## src/common/i2c_status_regs.vh

```
`ifndef I2C_STATUS_REGS_VH
`define I2C_STATUS_REGS_VH
// ======================================
// register addresses
`define ADDR_STATE_DIV 8'hCC
`define ADDR_SOFT_RESET 8'hCD
// ======================================
// fields
`define DIV_M_HI 6
`define DIV_M_LO 3
`define DIV_N_HI 2
`define DIV_N_LO 0
`define DIV_RESET 8'h00
`define SCL_FIXED_DIV 10
// ======================================
// status codes
`define ST_BUS_ERR 8'h00
`define ST_START 8'h08
`define ST_RSTART 8'h10
`define ST_AW_ACK 8'h18
`define ST_AW_NACK 8'h20
`define ST_MTD_ACK 8'h28
`define ST_MTD_NACK 8'h30
`define ST_ARB_LOST 8'h38
`define ST_AR_ACK 8'h40
`define ST_AR_NACK 8'h48
`define ST_MRD_ACK 8'h50
`define ST_MRD_NACK 8'h58
`define ST_SW_ACK 8'h60
`define ST_ARB_SW 8'h68
`define ST_GC_ACK 8'h70
`define ST_ARB_GC 8'h78
`define ST_SRD_ACK 8'h80
`define ST_SRD_NACK 8'h88
`define ST_GCD_ACK 8'h90
`define ST_GCD_NACK 8'h98
`define ST_SLV_STOP 8'hA0
`define ST_SR_ACK 8'hA8
`define ST_ARB_SR 8'hB0
`define ST_STD_ACK 8'hB8
`define ST_STD_NACK 8'hC0
`define ST_STD_LAST 8'hC8
`define ST_A2W_ACK 8'hD0
`define ST_A2W_NACK 8'hD8
`define ST_IDLE 8'hF8
`endif

```

## src/design/i2c_status_clock_reset.v

```verilog
`timescale 1ns/100ps
`include "i2c_status_regs.vh"
// Behaviour
// status read-only, code in [7:3], low zero
// idle F8h raises no flag
// entering defined state loads code, sets flag
// flag cleared returns code to F8h
// master transmitter codes 08h..30h
// arbitration lost codes 38h,68h,78h,B0h
// master receiver codes 40h..58h
// slave receiver codes 60h,80h,88h
// general call codes 70h,90h,98h
// slave stop or restart gives A0h
// slave transmitter codes A8h..C8h
// ten-bit second address D0h/D8h
// illegal bus condition gives 00h
// bus error exit: stop plus clear, no STOP
// start with stop recovers then STARTs
// status and divider share one address
// divider: scalar [6:3], exponent [2:0]
// sample rate is clock over 2^N
// SCL is clock over 10(M+1)2^N
// software keeps sample rate tenfold bus rate
// any write to reset register resets module
// flag set holds SCL low
// stop bit self-clears, zero write ignored
// soft reset: F8h, divider zero, idle
module i2c_status_clock_reset #(
   parameter M_WIDTH = 4,
   parameter N_WIDTH = 3,
   parameter BUF_DEPTH = 2
) (
   input wire clk,
   input wire rst_n,
   input wire clk_en,
   input wire [7:0] io_addr,
   input wire [7:0] io_wdata,
   input wire io_wr,
   input wire io_rd,
   output reg [7:0] io_rdata,
   output reg io_rvalid,
   input wire io_rready,
   input wire event_valid,
   input wire [4:0] event_code,
   output reg event_ready,
   input wire flag_clear,
   input wire start_request_bit,
   input wire stop_request_bit,
   output reg event_pending_flag,
   output reg stop_ack,
   output reg start_issue,
   output reg bus_stop_drive,
   output reg sample_tick,
   output reg scl_tick,
   output reg scl_hold_low,
   output reg master_mode,
   output reg module_reset
);

// ======================================
// state and helpers
localparam S_IDLE = 2'd0;
localparam S_EVENT = 2'd1;
localparam S_BUSERR = 2'd2;

reg [1:0] fsm;
reg [7:0] bus_state_code_reg;
reg [7:0] bus_clock_divider_reg;
reg [7:0] buf_mem [0:BUF_DEPTH-1];
reg buf_wp;
reg buf_rp;
reg [1:0] buf_cnt;
reg [9:0] samp_cnt;
reg [17:0] scl_cnt;
reg [7:0] ev_code;
reg soft_rst;

// decoder for the write side; the read side compares io_addr directly
function addr_hit;
   input [7:0] a;
   input [7:0] target;
   begin
      addr_hit = (a == target);
   end
endfunction

wire [M_WIDTH-1:0] div_m = bus_clock_divider_reg[`DIV_M_HI:`DIV_M_LO];
wire [N_WIDTH-1:0] div_n = bus_clock_divider_reg[`DIV_N_HI:`DIV_N_LO];
wire wr_state_div = io_wr && addr_hit(io_addr, `ADDR_STATE_DIV);
wire wr_reset = io_wr && addr_hit(io_addr, `ADDR_SOFT_RESET);
wire buf_out_valid = (buf_cnt != 2'd0);
wire buf_in_ready = (buf_cnt != 2'd2);
wire take_event = buf_out_valid && !event_pending_flag && (fsm == S_IDLE);
wire push = event_valid && buf_in_ready;
// soft reset waits for clk_en, so a frozen block keeps its state
wire soft_clear = soft_rst && clk_en;
// event_ready comes from the next count, so it is registered yet exact
wire [1:0] next_buf_cnt = buf_cnt + {1'b0, push} - {1'b0, take_event};

function [9:0] pow2;
   input [2:0] n;
   begin
      pow2 = 10'd1 << n;
   end
endfunction

function [17:0] scl_period;
   input [3:0] m;
   input [2:0] n;
   begin
      scl_period = 18'd10 * ({14'd0, m} + 18'd1) * {8'd0, pow2(n)};
   end
endfunction

// arbitration loss drops master mode, so 38h is not listed
function is_master_code;
   input [7:0] c;
   begin
      case (c)
         `ST_START, `ST_RSTART, `ST_AW_ACK, `ST_AW_NACK, `ST_MTD_ACK, `ST_MTD_NACK:
            is_master_code = 1'b1;
         `ST_AR_ACK, `ST_AR_NACK, `ST_MRD_ACK, `ST_MRD_NACK, `ST_A2W_ACK, `ST_A2W_NACK:
            is_master_code = 1'b1;
         default:
            is_master_code = 1'b0;
      endcase
   end
endfunction

wire [9:0] samp_limit = pow2(div_n) - 10'd1;
wire [17:0] scl_limit = scl_period(div_m, div_n) - 18'd1;

// ======================================
// event buffer
// two entries so a stalled status register loses no event
always @(posedge clk)
begin
   if (!rst_n || soft_clear)
   begin
      buf_wp <= 1'b0;
      buf_rp <= 1'b0;
      buf_cnt <= 2'd0;
      event_ready <= 1'b0;
   end
   else if (clk_en)
   begin
      if (push)
      begin
         buf_mem[buf_wp] <= {event_code, 3'b000};
         buf_wp <= ~buf_wp;
      end
      if (take_event)
         buf_rp <= ~buf_rp;
      buf_cnt <= next_buf_cnt;
      event_ready <= (next_buf_cnt != 2'd2);
   end
end

always @*
begin
   ev_code = buf_mem[buf_rp];
end

// ======================================
// status machine
always @(posedge clk)
begin
   if (!rst_n || soft_clear)
   begin
      fsm <= S_IDLE;
      bus_state_code_reg <= `ST_IDLE;
      event_pending_flag <= 1'b0;
      stop_ack <= 1'b0;
      start_issue <= 1'b0;
      bus_stop_drive <= 1'b0;
      master_mode <= 1'b0;
      scl_hold_low <= 1'b0;
   end
   else if (clk_en)
   begin
      stop_ack <= 1'b0;
      start_issue <= 1'b0;
      bus_stop_drive <= 1'b0;
      case (fsm)
         S_IDLE:
         begin
            // F8h leaves the buffer without touching the flag
            if (take_event && ev_code != `ST_IDLE)
            begin
               bus_state_code_reg <= ev_code;
               event_pending_flag <= 1'b1;
               scl_hold_low <= 1'b1;
               master_mode <= is_master_code(ev_code);
               if (ev_code == `ST_BUS_ERR)
               begin
                  fsm <= S_BUSERR;
                  master_mode <= 1'b0;
               end
               else
                  fsm <= S_EVENT;
            end
         end
         S_EVENT:
         begin
            if (flag_clear)
            begin
               event_pending_flag <= 1'b0;
               scl_hold_low <= 1'b0;
               bus_state_code_reg <= `ST_IDLE;
               fsm <= S_IDLE;
               if (stop_request_bit)
               begin
                  stop_ack <= 1'b1;
                  bus_stop_drive <= master_mode;
                  master_mode <= 1'b0;
               end
            end
         end
         S_BUSERR:
         begin
            // leaving needs stop and clear together; no STOP driven
            if (flag_clear && stop_request_bit)
            begin
               event_pending_flag <= 1'b0;
               scl_hold_low <= 1'b0;
               bus_state_code_reg <= `ST_IDLE;
               stop_ack <= 1'b1;
               start_issue <= start_request_bit;
               fsm <= S_IDLE;
            end
         end
         default:
            fsm <= S_IDLE;
      endcase
   end
end

// ======================================
// register reads
always @(posedge clk)
begin
   if (!rst_n || soft_clear)
   begin
      io_rdata <= 8'h00;
      io_rvalid <= 1'b0;
   end
   else if (clk_en)
   begin
      // an unaccepted answer stands; a read issued meanwhile is dropped
      if (io_rvalid && !io_rready)
         io_rvalid <= 1'b1;
      else if (io_rd)
      begin
         io_rvalid <= 1'b1;
         if (io_addr == `ADDR_STATE_DIV)
            io_rdata <= {bus_state_code_reg[7:3], 3'b000};
         else
            io_rdata <= 8'h00;
      end
      else
         io_rvalid <= 1'b0;
   end
end

// ======================================
// divider register and soft reset
// soft reset lasts one cycle; module_reset mirrors it outward
always @(posedge clk)
begin
   if (!rst_n)
   begin
      soft_rst <= 1'b0;
      module_reset <= 1'b0;
   end
   else if (clk_en)
   begin
      soft_rst <= wr_reset;
      module_reset <= wr_reset;
   end
end

always @(posedge clk)
begin
   if (!rst_n || soft_clear)
      bus_clock_divider_reg <= `DIV_RESET;
   else if (clk_en && wr_state_div)
      bus_clock_divider_reg <= {1'b0, io_wdata[6:0]};
end

// ======================================
// sample divider
// software must keep sample rate tenfold the fastest master
always @(posedge clk)
begin
   if (!rst_n || soft_clear)
   begin
      samp_cnt <= 10'd0;
      sample_tick <= 1'b0;
   end
   else if (clk_en)
   begin
      if (samp_cnt >= samp_limit)
      begin
         samp_cnt <= 10'd0;
         sample_tick <= 1'b1;
      end
      else
      begin
         samp_cnt <= samp_cnt + 10'd1;
         sample_tick <= 1'b0;
      end
   end
end

// ======================================
// SCL divider
// restarts while stretched, so a released line gets a full period
always @(posedge clk)
begin
   if (!rst_n || soft_clear)
   begin
      scl_cnt <= 18'd0;
      scl_tick <= 1'b0;
   end
   else if (clk_en)
   begin
      if (!master_mode || scl_hold_low)
      begin
         scl_cnt <= 18'd0;
         scl_tick <= 1'b0;
      end
      else if (scl_cnt >= scl_limit)
      begin
         scl_cnt <= 18'd0;
         scl_tick <= 1'b1;
      end
      else
      begin
         scl_cnt <= scl_cnt + 18'd1;
         scl_tick <= 1'b0;
      end
   end
end

endmodule // i2c_status_clock_reset

```

## config.mk

```make
export PLATFORM = sky130hd
export DESIGN_NAME = i2c_status_clock_reset
export DESIGN_NICKNAME = d
export VERILOG_FILES = /design/src/design/i2c_status_clock_reset.v
export VERILOG_INCLUDE_DIRS = /design/src /design/src/common
export SDC_FILE = /design/constraint.sdc
export NUM_CORES = 1
export LEC_CHECK = 0
export ABC_AREA = 1
export BUFFER_PORTS_ARGS = -buffer_cell sky130_fd_sc_hd__buf_2
export CAP_MARGIN = 10
export CORE_UTILIZATION = 55
export DETAILED_ROUTE_END_ITERATION = 10
export PLACE_DENSITY_LB_ADDON = 0.1
export SLEW_MARGIN = 20
export SYNTH_ARGS = -nofsm -noshare
export SYNTH_HDL_FRONTEND = slang
export SYNTH_SLANG_ARGS = --single-unit
export TNS_END_PERCENT = 50
```

## constraint.sdc

```tcl
create_clock -name clk -period 9.2 [get_ports clk]
set_input_delay 1.84 -clock clk [delete_from_list [all_inputs] [get_ports clk]]
set_output_delay 1.84 -clock clk [all_outputs]
set_load 0.05 [all_outputs]
```

==> impl_results.rst <==
.. list-table::
   :header-rows: 1

   * - Metric
     - Value
   * - Routability cong.
     - 0.853
   * - Cts bufs inserted
     - 9
   * - Die boundary height
     - 115 um
   * - Min Hold Slack
     - 0.460 ns
   * - Dominant register cell in the synthesized netlist
     - dfxtp_1
   * - CTS clock-pin slew for the worst setup and hold paths
     - 0.06 ns
   * - Synth Warn #
     - 0
   * - CP endpoint kind
     - register
   * - Count of instances resized after the clock tree is built
     - 0
   * - Slowest cell delay on critical path
     - 0.53 ns
   * - Number of flops mapped to enable cells by yosys
     - 10
   * - Number of nets in the layout
     - 1191
   * - Worst Hold Depth
     - 2
   * - Max frequency
     - 128 MHz
   * - Row cnt
     - 40
   * - Leading cell type in the layout, fill and taps excluded
     - nand2_1
   * - Skew-Pair Late Insertion Delay
     - 0.34 ns
   * - Setup-violating endpoint count in the final report
     - 0
   * - Starting Density
     - 57.5%
   * - Crit share post-route
     - 84.9%
   * - Post-DP Area
     - 7390 um^2
   * - Leak Pwr
     - 0.00385 uW
   * - Slew Limit Headroom
     - 42.6%
   * - Remaining DRCs
     - 0
   * - First-pass GRT wire length
     - 26300 um
   * - Total routing usage reported by global routing
     - 24.6%
   * - Gate count after technology mapping
     - 1000
   * - Number of DRC markers after the initial detailed-route iteration
     - 345
   * - Cell with the most instances on the worst path
     - nor2_1
   * - Vias per Instance
     - 5.10
   * - # port buffers
     - 45
   * - Share of async-settable or async-resettable flops after synthesis
     - 0%
   * - Post-CTS Setup Repair Bufs
     - 0
   * - Endpoint required time on the critical path
     - 9.42 ns
   * - Startpoint class of the critical path
     - register
   * - Post-detailed-route count of antenna-violating nets
     - 0
   * - Clock Tree Buf Depth
     - 2
   * - Worst supply voltage drop on vdd
     - 0.000122 V
   * - Total negative slack
     - 0 ns
   * - Tightest Pin Transition
     - 0.855 ns
   * - Result of the run
     - complete, no violations
   * - Vias in the first global route
     - 5976
   * - Final antenna diode count
     - 0
   * - Overflow left after global routing
     - 0
   * - Layout area overhead
     - 9.48%
   * - CTS Hold Buffers Added
     - 0
   * - Chip Width
     - 115 um
   * - Top-area cell type share of the netlist area
     - 17.7%
   * - Path depth of the worst reg2reg path
     - 36
   * - CP Data Arrival Time
     - 8.03 ns
   * - Worst min-delay path class
     - reg2reg
   * - Number of endpoints with negative hold slack in the final report
     - 0
   * - Register with the most flip-flops
     - scl_cnt
   * - Routed wire per std cell
     - 12.1 um
   * - Unique cell type count in the Yosys netlist
     - 37
   * - Avg Cell Area, Syn
     - 7.02 um^2
   * - Die outline area
     - 13200 um^2
   * - Utilization after layout
     - 63.0%
   * - Sequential share of the synthesized area
     - 21.9%
   * - Post-layout min period
     - 7.81 ns
   * - Maximum number of pins on one net before global-route repair
     - 40
   * - Detailed-placement wirelength estimate
     - 11700 um
   * - Num Clock Sinks
     - 72
   * - Cell with the largest stage delay on the worst path
     - fa_1
   * - Detailed-route wire length
     - 14700 um
   * - Top fanout value on the critical path
     - 18
   * - Proportion of layout cells with a drive suffix above 1
     - 9.74%
   * - Start-to-end type of the worst setup path
     - reg2reg
   * - Length of the first detailed-routing pass in iterations
     - 5
   * - Worst setup slack for register-to-register paths
     - 1.39 ns
   * - Flip-flop count of the largest register, all copies and words added
     - 18
   * - Number of synthesized register bits
     - 72
   * - Total power density per cell area
     - 114 nW/um^2
   * - Initial antenna violation count
     - 0
   * - CTS Root Buffer Type
     - clkbuf_16
   * - Final Max Tran Viols
     - 0
   * - RSZ-0062 raised after global routing
     - no
   * - Registers with the most flip-flops
     - scl_cnt x18, buf_mem x10, samp_cnt x10
   * - Routed via count
     - 6201
   * - Area leader, netlist
     - dfxtp_1
   * - Top-level I/O count
     - 50
   * - Area of the mapped netlist
     - 7020 um^2
   * - Max Clock Skew
     - 0.00723 ns
   * - Tot Pwr
     - 878 uW
   * - Final design area excluding fillers
     - 7690 um^2
   * - # H-tree levels
     - 3
   * - Core ar.
     - 12200 um^2
   * - Count of max-cap constraint violations
     - 0
   * - Cell types with the largest area share after synthesis
     - dfxtp_1 (18%), ha_1 (14%), nand2_1 (12%), fa_1 (11%), inv_1 (8.9%)
   * - Clock tree from TritonCTS
     - done
   * - Most used cells in the layout excluding fill and tap cells
     - nand2_1 (226), inv_1 (166), nor2_1 (121)
final timing paths:
kind,from,to
max,bus_clock_divider_reg[3]$_SDFFE_PP0P_,scl_cnt[17]$_SDFFE_PP0P_
min,stop_ack$_SDFFE_PP0P_,stop_ack$_SDFFE_PP0P_
max reg2reg,bus_clock_divider_reg[3]$_SDFFE_PP0P_,scl_cnt[17]$_SDFFE_PP0P_
min reg2reg,stop_ack$_SDFFE_PP0P_,stop_ack$_SDFFE_PP0P_
stage by stage:
step,cells,setup slack [ns]
final,1215,1.39
after global routing,1215,0.666
after CTS,1215,1.40
after detailed placement,1199,1.40
after global placement,1199,1.52
after floorplan,1002,2.38
worst max-delay path, delay by kind of cell, from the launching register on:
kind / cells / cell delay [ns]
and+or+nand+nor: 18 / 2.43
xor gates and xnor gates: 2 / 0.48
buffers and inverters: 6 / 0.46
DFF: 1 / 0.48
adders and majority gates: 9 / 3.66
AOI/OAI and AO/OA: 1 / 0.17
per-layer routing:
layer  up-vias  wire length (um)  global-route usage, %
met4         0               145                   5.63
met3        12               764                   4.11
met2       125              6590                   41.8
met5         -                 0                      0
li1       3272                 -                      -
met1      2792              7190                   32.9
power breakdown:
| group | switching, uW | total (uW) | internal, uW |
|---|---|---|---|
| logic | 116 | 175 | 58.4 |
| clock network | 138 | 348 | 211 |
| registers | 15.6 | 355 | 340 |
area by class of cell:
| type | instances | area, um^2 |
|---|---|---|
| clock buffer | 10 | 229 |
| clock inverter | 6 | 67.6 |
| fill | 1184 | 4520 |
| inverter | 171 | 642 |
| multi-input combinational | 739 | 4740 |
| sequential | 72 | 1540 |
| tap | 168 | 210 |
| timing repair buffer | 49 | 255 |
cells in the mapped netlist (10+ instances only):
| cell type | count |
|---|---|
| nand4_1 | 34 |
| nand2_2 | 12 |
| a21oi_1 | 68 |
| ha_1 | 81 |
| xor2_1 | 23 |
| dfxtp_1 | 62 |
| nor2_1 | 121 |
| xnor2_1 | 11 |
| inv_1 | 166 |
| o21ai_0 | 21 |
| edfxtp_1 | 10 |
| nand3_1 | 44 |
| fa_1 | 37 |
| clkbuf_1 | 10 |
| nor3_1 | 15 |
| nand2_1 | 226 |
cell families after synthesis:
kind of cell / synth area share (%)
adders and majority gates: 25.0
xor gates and xnor gates: 4.24
buffers and inverters: 10.6
and+or+nand+nor: 29.9
DFF: 21.9
AOI/OAI and AO/OA: 8.25
other: 0.107
Note: power is estimated with default switching activity, not from simulation.
